**src/design/pfr_defs.svh**
```systemverilog
// register offsets, reset values, field positions and timing counts of the rail and flash bank
`ifndef PFR_DEFS_SVH
`define PFR_DEFS_SVH

`define PFR_ADDR_LED_B_ON     8'h20
`define PFR_ADDR_LED_B_PH1    8'h21
`define PFR_ADDR_LED_B_PH2    8'h22
`define PFR_ADDR_LED_B_PH3    8'h23
`define PFR_ADDR_LED_B_PH4    8'h24
`define PFR_ADDR_LED_B_PER    8'h25
`define PFR_ADDR_LED_C_ON     8'h28
`define PFR_ADDR_LED_C_PH1    8'h29
`define PFR_ADDR_LED_C_PH2    8'h2a
`define PFR_ADDR_LED_C_PH3    8'h2b
`define PFR_ADDR_LED_C_PH4    8'h2c
`define PFR_ADDR_LED_C_PER    8'h2d
`define PFR_ADDR_CORE_EN      8'h3d
`define PFR_ADDR_CORE_V_LO    8'h3f
`define PFR_ADDR_CORE_V_HI    8'h40
`define PFR_ADDR_IO_EN        8'h45
`define PFR_ADDR_RF_EN        8'h4c
`define PFR_ADDR_RF_V         8'h4d

`define PFR_RST_LED           8'h00
`define PFR_RST_CORE_EN       8'h47
`define PFR_RST_CORE_V        5'h0c
`define PFR_RST_IO_EN         8'h45
`define PFR_RST_RF_EN         8'h03
`define PFR_RST_RF_V          5'h04

`define PFR_FLASH_EN_BIT      4
`define PFR_EN_MODE_BIT       1
`define PFR_EN_BUS_BIT        0
`define PFR_CORE_V_MAX        5'h18
`define PFR_RF_V_FLOOR        5'h04
`define PFR_RF_V_SECOND       5'h05
`define PFR_RF_V_TOP          5'h0b

`define PFR_TICK_MS           25
`define PFR_CLK_NS            100
`define PFR_TICK_CYCLES       ((`PFR_TICK_MS * 1000000) / `PFR_CLK_NS)

`endif

```
**src/design/pfr_pkg.sv**
```systemverilog
// types shared by the rail and flash register bank
package pfr_pkg;

  typedef struct packed {
    logic       flasher_enable;
    logic [3:0] onCode;
    logic [6:0] phase1;
    logic [6:0] phase2;
    logic [6:0] phase3;
    logic [6:0] phase4;
    logic [6:0] period;
  } pfr_flash_cfg_t;

  typedef enum logic [6:0] {
    PFR_IDLE = 7'h01,
    PFR_TON  = 7'h02,
    PFR_TP1  = 7'h04,
    PFR_TP2  = 7'h08,
    PFR_TP3  = 7'h10,
    PFR_TP4  = 7'h20,
    PFR_WAIT = 7'h40
  } pfr_flash_state_t;

endpackage

```
**src/design/pfr_flash_timer.sv**
```systemverilog
// flash sequencer for one current sink channel
`timescale 1ns/100ps
module pfr_flash_timer (
  input  wire logic                    clk,
  input  wire logic                    sys_rst,
  input  wire logic                    tick,
  input  wire pfr_pkg::pfr_flash_cfg_t cfg,
  output logic                         sinkOn
);

  pfr_pkg::pfr_flash_state_t stateQ, stateD;
  logic [6:0] phaseCntQ, phaseCntD;
  logic [6:0] periodCntQ, periodCntD;
  logic       sinkOnD;
  logic [6:0] curLen;
  logic       restart;

  always_comb begin
    case (stateQ)
      pfr_pkg::PFR_TON: curLen = {3'h0, cfg.onCode} + 7'h01;
      pfr_pkg::PFR_TP1: curLen = cfg.phase1;
      pfr_pkg::PFR_TP2: curLen = cfg.phase2;
      pfr_pkg::PFR_TP3: curLen = cfg.phase3;
      pfr_pkg::PFR_TP4: curLen = cfg.phase4;
      default:          curLen = 7'h00;
    endcase
  end

  // period code counts whole ticks; a zero period restarts on the next tick
  assign restart = tick && ((periodCntQ + 7'h01) >= cfg.period);

  always_comb begin
    stateD     = stateQ;
    phaseCntD  = phaseCntQ;
    periodCntD = tick ? periodCntQ + 7'h01 : periodCntQ;
    if (!cfg.flasher_enable) begin
      stateD     = pfr_pkg::PFR_IDLE;
      phaseCntD  = 7'h00;
      periodCntD = 7'h00;
    end else if (stateQ == pfr_pkg::PFR_IDLE || restart) begin
      stateD     = pfr_pkg::PFR_TON;
      phaseCntD  = 7'h00;
      periodCntD = 7'h00;
    end else begin
      case (stateQ)
        pfr_pkg::PFR_TON, pfr_pkg::PFR_TP1, pfr_pkg::PFR_TP2,
        pfr_pkg::PFR_TP3, pfr_pkg::PFR_TP4: begin
          // zero-length phases fall through without waiting for a tick
          if (curLen == 7'h00 || (tick && phaseCntQ + 7'h01 >= curLen)) begin
            phaseCntD = 7'h00;
            case (stateQ)
              pfr_pkg::PFR_TON: stateD = pfr_pkg::PFR_TP1;
              pfr_pkg::PFR_TP1: stateD = pfr_pkg::PFR_TP2;
              pfr_pkg::PFR_TP2: stateD = pfr_pkg::PFR_TP3;
              pfr_pkg::PFR_TP3: stateD = pfr_pkg::PFR_TP4;
              default:          stateD = pfr_pkg::PFR_WAIT;
            endcase
          end else if (tick) begin
            phaseCntD = phaseCntQ + 7'h01;
          end
        end
        pfr_pkg::PFR_WAIT: stateD = pfr_pkg::PFR_WAIT;
        default:           stateD = pfr_pkg::PFR_IDLE;
      endcase
    end
    // lit in on-time and even phases; a zero phase still costs one cycle,
    // so it shows the level of the next timed phase instead of a blip
    case (stateD)
      pfr_pkg::PFR_TON: sinkOnD = 1'b1;
      pfr_pkg::PFR_TP1: sinkOnD = (cfg.phase1 == 7'h00) && ((cfg.phase2 != 7'h00)
                                  || ((cfg.phase3 == 7'h00) && (cfg.phase4 != 7'h00)));
      pfr_pkg::PFR_TP2: sinkOnD = (cfg.phase2 != 7'h00)
                                  || ((cfg.phase3 == 7'h00) && (cfg.phase4 != 7'h00));
      pfr_pkg::PFR_TP3: sinkOnD = (cfg.phase3 == 7'h00) && (cfg.phase4 != 7'h00);
      pfr_pkg::PFR_TP4: sinkOnD = (cfg.phase4 != 7'h00);
      default:          sinkOnD = 1'b0;
    endcase
  end

  always_ff @(posedge clk) begin
    if (sys_rst) begin
      stateQ     <= pfr_pkg::PFR_IDLE;
      phaseCntQ  <= 7'h00;
      periodCntQ <= 7'h00;
      sinkOn     <= 1'b0;
    end else begin
      stateQ     <= stateD;
      phaseCntQ  <= phaseCntD;
      periodCntQ <= periodCntD;
      sinkOn     <= sinkOnD;
    end
  end
endmodule

```
**src/design/pfr_regs.sv**
```systemverilog
// register bank for two flash channels and the core, io and rf rails
`timescale 1ns/100ps
`include "pfr_defs.svh"

// Overview of operation
// first phase time: 7-bit, 25 ms steps
// second phase time: 7-bit, 25 ms steps
// third phase time: 7-bit, 25 ms steps
// fourth phase time: 7-bit, reset zero
// flash period: 7-bit, 25 ms steps
// bit 4 enables flasher, reset off
// on-time code n gives (n+1)*25 ms
// core enable: bus or group D request
// core enable register resets to 0x47
// select pin picks low or high voltage register
// core code linear, top codes saturate 1.200 V
// both core voltage registers reset 0x0c
// io enable group A, reset 0x45
// rf enable group B, reset 0x03
// rf voltage code table, reset 04
// flash: on-time, four phases, repeat each period
module pfr_regs #(
  parameter int TICK_CYCLES = `PFR_TICK_CYCLES
) (
  input  wire logic       clk,
  input  wire logic       sys_rst,
  input  wire logic       regWrEn,
  input  wire logic [7:0] regWrAddr,
  input  wire logic [7:0] regWrData,
  input  wire logic [7:0] regRdAddr,
  output logic      [7:0] regRdData,
  input  wire logic       powerReqGroupA,
  input  wire logic       powerReqGroupB,
  input  wire logic       powerReqGroupD,
  input  wire logic       voltageSelectPin,
  output logic            currentSinkB,
  output logic            currentSinkC,
  output logic            coreStepDownOn,
  output logic            ioStepDownOn,
  output logic            rfLinearOn,
  output logic      [4:0] coreVoltStep,
  output logic      [2:0] rfVoltStep
);

  generate
    if (TICK_CYCLES < 2) begin : g_bad_tick
      $error("TICK_CYCLES must be at least 2");
    end
  endgenerate

  // flash settings per channel, B then C
  pfr_pkg::pfr_flash_cfg_t flashQ [2];
  pfr_pkg::pfr_flash_cfg_t flashD [2];
  logic [7:0] coreEnQ, coreEnD;
  logic [7:0] ioEnQ, ioEnD;
  logic [7:0] rfEnQ, rfEnD;
  logic [4:0] coreVLoQ, coreVLoD;
  logic [4:0] coreVHiQ, coreVHiD;
  logic [4:0] rfVQ, rfVD;
  logic [7:0] rdD;
  logic [31:0] tickCntQ, tickCntD;
  logic        tickQ, tickD;
  logic        coreOnD, ioOnD, rfOnD;
  logic [4:0]  coreSel;
  logic [4:0]  coreStepD;
  logic [2:0]  rfStepD;

  // 25 ms time base shared by both flashers
  always_comb begin
    tickD    = 1'b0;
    tickCntD = tickCntQ + 32'h1;
    if (tickCntQ >= 32'(TICK_CYCLES - 1)) begin
      tickCntD = 32'h0;
      tickD    = 1'b1;
    end
  end

  always_ff @(posedge clk) begin
    if (sys_rst) begin
      tickCntQ <= 32'h0;
      tickQ    <= 1'b0;
    end else begin
      tickCntQ <= tickCntD;
      tickQ    <= tickD;
    end
  end

  // register writes
  always_comb begin
    flashD   = flashQ;
    coreEnD  = coreEnQ;
    ioEnD    = ioEnQ;
    rfEnD    = rfEnQ;
    coreVLoD = coreVLoQ;
    coreVHiD = coreVHiQ;
    rfVD     = rfVQ;
    if (regWrEn) begin
      case (regWrAddr)
        `PFR_ADDR_LED_B_ON: begin
          flashD[0].flasher_enable = regWrData[`PFR_FLASH_EN_BIT];
          flashD[0].onCode  = regWrData[3:0];
        end
        `PFR_ADDR_LED_B_PH1: flashD[0].phase1 = regWrData[6:0];
        `PFR_ADDR_LED_B_PH2: flashD[0].phase2 = regWrData[6:0];
        `PFR_ADDR_LED_B_PH3: flashD[0].phase3 = regWrData[6:0];
        `PFR_ADDR_LED_B_PH4: flashD[0].phase4 = regWrData[6:0];
        `PFR_ADDR_LED_B_PER: flashD[0].period = regWrData[6:0];
        `PFR_ADDR_LED_C_ON: begin
          flashD[1].flasher_enable = regWrData[`PFR_FLASH_EN_BIT];
          flashD[1].onCode  = regWrData[3:0];
        end
        `PFR_ADDR_LED_C_PH1: flashD[1].phase1 = regWrData[6:0];
        `PFR_ADDR_LED_C_PH2: flashD[1].phase2 = regWrData[6:0];
        `PFR_ADDR_LED_C_PH3: flashD[1].phase3 = regWrData[6:0];
        `PFR_ADDR_LED_C_PH4: flashD[1].phase4 = regWrData[6:0];
        `PFR_ADDR_LED_C_PER: flashD[1].period = regWrData[6:0];
        // enable registers keep all eight bits so reserved reset bits read back
        `PFR_ADDR_CORE_EN:   coreEnD  = regWrData;
        `PFR_ADDR_IO_EN:     ioEnD    = regWrData;
        `PFR_ADDR_RF_EN:     rfEnD    = regWrData;
        `PFR_ADDR_CORE_V_LO: coreVLoD = regWrData[4:0];
        `PFR_ADDR_CORE_V_HI: coreVHiD = regWrData[4:0];
        `PFR_ADDR_RF_V:      rfVD     = regWrData[4:0];
        default: ;
      endcase
    end
  end

  always_ff @(posedge clk) begin
    if (sys_rst) begin
      for (int i = 0; i < 2; i++) begin
        flashQ[i] <= '0;
      end
      coreEnQ  <= `PFR_RST_CORE_EN;
      ioEnQ    <= `PFR_RST_IO_EN;
      rfEnQ    <= `PFR_RST_RF_EN;
      coreVLoQ <= `PFR_RST_CORE_V;
      coreVHiQ <= `PFR_RST_CORE_V;
      rfVQ     <= `PFR_RST_RF_V;
    end else begin
      flashQ   <= flashD;
      coreEnQ  <= coreEnD;
      ioEnQ    <= ioEnD;
      rfEnQ    <= rfEnD;
      coreVLoQ <= coreVLoD;
      coreVHiQ <= coreVHiD;
      rfVQ     <= rfVD;
    end
  end

  // register reads; reserved bits of flash and voltage registers and unmapped addresses read zero
  always_comb begin
    case (regRdAddr)
      `PFR_ADDR_LED_B_ON:  rdD = {3'h0, flashQ[0].flasher_enable, flashQ[0].onCode};
      `PFR_ADDR_LED_B_PH1: rdD = {1'b0, flashQ[0].phase1};
      `PFR_ADDR_LED_B_PH2: rdD = {1'b0, flashQ[0].phase2};
      `PFR_ADDR_LED_B_PH3: rdD = {1'b0, flashQ[0].phase3};
      `PFR_ADDR_LED_B_PH4: rdD = {1'b0, flashQ[0].phase4};
      `PFR_ADDR_LED_B_PER: rdD = {1'b0, flashQ[0].period};
      `PFR_ADDR_LED_C_ON:  rdD = {3'h0, flashQ[1].flasher_enable, flashQ[1].onCode};
      `PFR_ADDR_LED_C_PH1: rdD = {1'b0, flashQ[1].phase1};
      `PFR_ADDR_LED_C_PH2: rdD = {1'b0, flashQ[1].phase2};
      `PFR_ADDR_LED_C_PH3: rdD = {1'b0, flashQ[1].phase3};
      `PFR_ADDR_LED_C_PH4: rdD = {1'b0, flashQ[1].phase4};
      `PFR_ADDR_LED_C_PER: rdD = {1'b0, flashQ[1].period};
      `PFR_ADDR_CORE_EN:   rdD = coreEnQ;
      `PFR_ADDR_CORE_V_LO: rdD = {3'h0, coreVLoQ};
      `PFR_ADDR_CORE_V_HI: rdD = {3'h0, coreVHiQ};
      `PFR_ADDR_IO_EN:     rdD = ioEnQ;
      `PFR_ADDR_RF_EN:     rdD = rfEnQ;
      `PFR_ADDR_RF_V:      rdD = {3'h0, rfVQ};
      default:             rdD = 8'h00;
    endcase
  end

  // rail enables: mode bit hands control to the request pin of the group
  always_comb begin
    coreOnD = coreEnQ[`PFR_EN_MODE_BIT] ? powerReqGroupD : coreEnQ[`PFR_EN_BUS_BIT];
    ioOnD   = ioEnQ[`PFR_EN_MODE_BIT] ? powerReqGroupA : ioEnQ[`PFR_EN_BUS_BIT];
    rfOnD   = rfEnQ[`PFR_EN_MODE_BIT] ? powerReqGroupB : rfEnQ[`PFR_EN_BUS_BIT];
  end

  // voltage steps: core in 25 mV above 0.600 V, rf in 50 mV above 2.65 V
  always_comb begin
    coreSel   = voltageSelectPin ? coreVHiQ : coreVLoQ;
    coreStepD = (coreSel[4:3] == 2'b11) ? `PFR_CORE_V_MAX : coreSel;
    if (rfVQ < `PFR_RF_V_FLOOR) begin
      rfStepD = 3'h0;
    end else if (rfVQ <= `PFR_RF_V_SECOND) begin
      rfStepD = 3'h1;
    end else if (rfVQ <= `PFR_RF_V_TOP) begin
      rfStepD = 3'(rfVQ - `PFR_RF_V_FLOOR);
    end else begin
      rfStepD = 3'h7;
    end
  end

  always_ff @(posedge clk) begin
    if (sys_rst) begin
      regRdData      <= 8'h00;
      coreStepDownOn <= 1'b0;
      ioStepDownOn   <= 1'b0;
      rfLinearOn     <= 1'b0;
      coreVoltStep   <= 5'h00;
      rfVoltStep     <= 3'h0;
    end else begin
      regRdData      <= rdD;
      coreStepDownOn <= coreOnD;
      ioStepDownOn   <= ioOnD;
      rfLinearOn     <= rfOnD;
      coreVoltStep   <= coreStepD;
      rfVoltStep     <= rfStepD;
    end
  end

  pfr_flash_timer u_flash_b (
    .clk     (clk),
    .sys_rst (sys_rst),
    .tick    (tickQ),
    .cfg     (flashQ[0]),
    .sinkOn  (currentSinkB)
  );

  pfr_flash_timer u_flash_c (
    .clk     (clk),
    .sys_rst (sys_rst),
    .tick    (tickQ),
    .cfg     (flashQ[1]),
    .sinkOn  (currentSinkC)
  );
endmodule

```
**config.mk**
```make
export PLATFORM = sky130hd
export DESIGN_NAME = pfr_regs
export DESIGN_NICKNAME = d
export VERILOG_FILES = /design/src/design/pfr_pkg.sv /design/src/design/pfr_flash_timer.sv /design/src/design/pfr_regs.sv
export VERILOG_INCLUDE_DIRS = /design/src /design/src/design
export SDC_FILE = /design/constraint.sdc
export NUM_CORES = 1
export LEC_CHECK = 0
export BUFFER_PORTS_ARGS = -buffer_cell sky130_fd_sc_hd__buf_2
export CAP_MARGIN = 15
export CORE_ASPECT_RATIO = 0.7
export CORE_MARGIN = 3
export CORE_UTILIZATION = 55
export CTS_CLUSTER_SIZE = 30
export DETAILED_ROUTE_END_ITERATION = 8
export GPL_TIMING_DRIVEN = 0
export HOLD_SLACK_MARGIN = 0.08
export PLACE_DENSITY_LB_ADDON = 0.12
export SLEW_MARGIN = 20
export SYNTH_ARGS = -nofsm -noshare
export SYNTH_HDL_FRONTEND = slang
export SYNTH_SLANG_ARGS = --single-unit
```
**constraint.sdc**
```tcl
create_clock -name clk -period 4.2 [get_ports clk]
set_input_delay 0.63 -clock clk [delete_from_list [all_inputs] [get_ports clk]]
set_output_delay 0.63 -clock clk [all_outputs]
set_load 0.1 [all_outputs]
```
==> impl_metrics.toml <==
[status]
status = "finished, final reports clean"

[die]
core_area_mm2 = 0.0193
io_pins = 52
chipWidth_um = 175
die-area_mm2 = 0.0218
initial_core_util = 0.572
row_count = 42
die_y_um = 125

[final_layout]
fin_util = 0.639
synthToLayoutAreaGrowth_pct = 11.7
stdcell_area_mm2 = 0.0123
stdcell_count = 1647
layout-drive-gt1-share = 0.0774
n_antenna_cell = 0
fin_nets = 1437

[drt]
drt_iter0_markers = 1265
routed_wl_um = 36900
dr.pass1.iters = 5
drc_errors = 0
vias_per_cell = 6.22
vias = 10200
ant_nets = 0
post_drt_wl_per_cell_um = 22.4

[hold_path]
hold_class = "input pin to flip-flop"

[placed_design]
gp_congestion = 1.08
place_area_mm2 = 0.0116
place_inst = 1611
dp_hpwl_um = 27700
pre_cts_slack_ns = 0.438
place.port_buffers = 40

[synth]
synth_most_common_cell = "dfxtp_1"
ys_ff_latch = 215
synth-edff-count = 0
ys_async_sr_fraction = 0
synthAdderAreaFrac = 0.0397
synth_area_mm2 = 0.0110
synth-xor-area-share = 0.0421
synth_area_leader_cell = "dfxtp_1"
synth.distinct_cells = 79
synthSimpleGateAreaFrac = 0.243
synth_compound_area_frac = 0.137
synth_top_family_by_area = "simple AND/OR/NAND/NOR gates"
synth_cells = 1294
synthTopCellsByArea = "dfxtp_1 39%, mux2i_1 10%, nor2_1 6.1%"
yosys_warnings = 0
yosys-mux-area-fraction = 0.107
syn_area_per_cell_um2 = 8.53
synth_ff_type = "dfxtp_1"
synth_top_area_frac = 0.390
synth_common_cells = "215 x dfxtp_1, 179 x nor2_1, 118 x nand2_1"
ys_seq_area_frac = 0.390

[global_routing]
track_usage = 0.328
grt_pass1_wl_um = 56100
grt_max_degree = 15
grt_overflow_total = 0
grt_pass1_vias = 9424
antenna_found_initial = 0

[critical_path]
crit_path_cell_trace = "nor4_1, or2b_2, o21ai_0, a21o_1, ha_1, nand2b_1, a21oi_1, nor2b_1, o2111ai_1, a31oi_1, or2_1, buf_6, buf_6, o21ai_0, nand2_1, a311oi_1"
slowest_delay_ns = 0.62
cp.arrival_ns = 4.33
worstSetupPathType = "flip-flop to flip-flop"
critical_path_peak_fanout = 10
cp-start-kind = "flip-flop"
crit_slowest_cell = "nor4_1"
crit_required_ns = 4.60
endpoint_kind = "flip-flop"

[clock_tree]
cts-buffers-inserted = 22
clk_pin_slew_worst_paths_ns = 0.06
cts_root_buffer = "clkbuf_16"
ctsResizeCount = 0
cts_sinks = 215
ctsHoldBuffers = 0
tritoncts = "yes"
htree_levels = 1
clock_latency_ns = 0.51
cts_setup_buffers = 0
max-clock-path-buffers = 3

[power_and_ir_drop]
power_density_mw_per_mm2 = 340
max-vdd-ir-drop_mv = 0.329
p_leak_uw = 0.00492

[timing]
post-route-period-util = 0.935
setup_tns_ns = 0
setup_viol = 0
hold_violations = 0
rsz0062_at_grt = "no"
drv_slew = 0
skew_ns = 0.00766
tightest_slew_ns = 1.12
worst_slack_ns = 0.275
period_minus_slack_ns = 3.93
max-slew-margin-rel = 0.251
fmax_ghz = 0.255

[job]
drv_cap = 0
-- kinds of logic after synthesis --
group,Yosys count
AO/OA/AOI/OAI,225
XOR/XNOR,53
adder cells (fa/ha/maj),35
buffers and inverters,100
flip-flops,215
multiplexers,116
other,1
AND/OR/NAND/NOR,549
-- per-stage QoR --
step,total power (uW),hold WS [ns]
2_1_floorplan,2210,0.418
3_3_place_gp,2290,0.426
3_5_place_dp,2290,0.447
4_1_cts,4200,0.347
5_1_grt,4310,0.367
6_report,4190,0.361
-- final cells by class --
cell class	instances	area [um^2]
multi-input cells	992	6330
flip-flops and latches	215	4300
plain buffers	79	374
clock buffers	28	634
inverters	21	78.8
clock inverters	8	73.8
well taps	264	330
fillers	1711	6960
repair buffers	40	200
-- flip-flops by register name, summed over array words and instances (netlist names), 3 cells and up --
register	count
tickCntQ	32
coreVHiQ	5
rfVQ	5
regRdData	8
u_flash_c.periodCntQ	7
rfEnQ	8
u_flash_b.periodCntQ	7
u_flash_b.stateQ	7
u_flash_c.stateQ	7
u_flash_c.phaseCntQ	7
ioEnQ	8
u_flash_b.phaseCntQ	7
flashQ	80
coreEnQ	8
coreVoltStep	5
rfVoltStep	3
coreVLoQ	5
-- critical path, delay by kind of cell (launching register included) --
kind / cells / cell delay (ns)
fa+ha+maj: 1 / 0.23
buf+inv: 2 / 0.27
flops: 1 / 0.39
compound gates: 7 / 1.44
simple gates: 6 / 1.50
-- cells in the final DEF (no fill, tap or decap), drive strengths merged, types with 4 or more instances in the layout --
cell type	n
a211oi	10
nor3b	9
nor4b	5
clkbuf	94
o32ai	7
xnor2	25
and3b	4
nand2b	13
mux2	5
o211ai	4
a31oi	13
nor3	32
a221oi	11
nor2b	22
nand4	7
xor2	28
and2	7
clkinv	5
mux2i	110
o22ai	4
a22o	7
inv	21
conb	14
nor2	180
o21ai	24
and3	12
nand3b	21
or3	4
nand2	118
a21oi	77
or4	7
ha	35
nor4	19
buf	51
a21o	8
dfxtp	215
nand3	80
a22oi	23
o2111ai	6
-- routing by layer --
layer / up-vias / track usage / part of all wire
li1: 4786 / - / -
met1: 4888 / 0.503 / 0.46
met2: 531 / 0.459 / 0.41
met3: 43 / 0.0996 / 0.12
met4: 0 / 0.0478 / 0.012
met5: - / 0 / 0
-- final timing paths --
path | startpoint | end | slack [ns] | cells after the start
worst max-delay path | u_flash_b.stateQ[5]$_SDFF_PP0_ | u_flash_b.sinkOn$_SDFF_PP0_ | 0.27 | 16
worst min-delay path | powerReqGroupB | rfLinearOn$_SDFF_PP0_ | 0.36 | 3
worst max register to register | u_flash_b.stateQ[5]$_SDFF_PP0_ | u_flash_b.sinkOn$_SDFF_PP0_ | 0.27 | 16
worst min register to register | tickCntQ[0]$_SDFF_PP0_ | tickCntQ[0]$_SDFF_PP0_ | 0.46 | 1
-- power breakdown --
| group | leakage [uW] | internal [uW] | switching, uW | total, uW |
|---|---|---|---|---|
| clock network | 0.000348 | 1120 | 816 | 1940 |
| logic | 0.00283 | 40.2 | 153 | 193 |
| registers | 0.00174 | 2050 | 6.64 | 2060 |
| total | 0.00492 | 3210 | 975 | 4190 |
(Power assumes the default switching activity.)
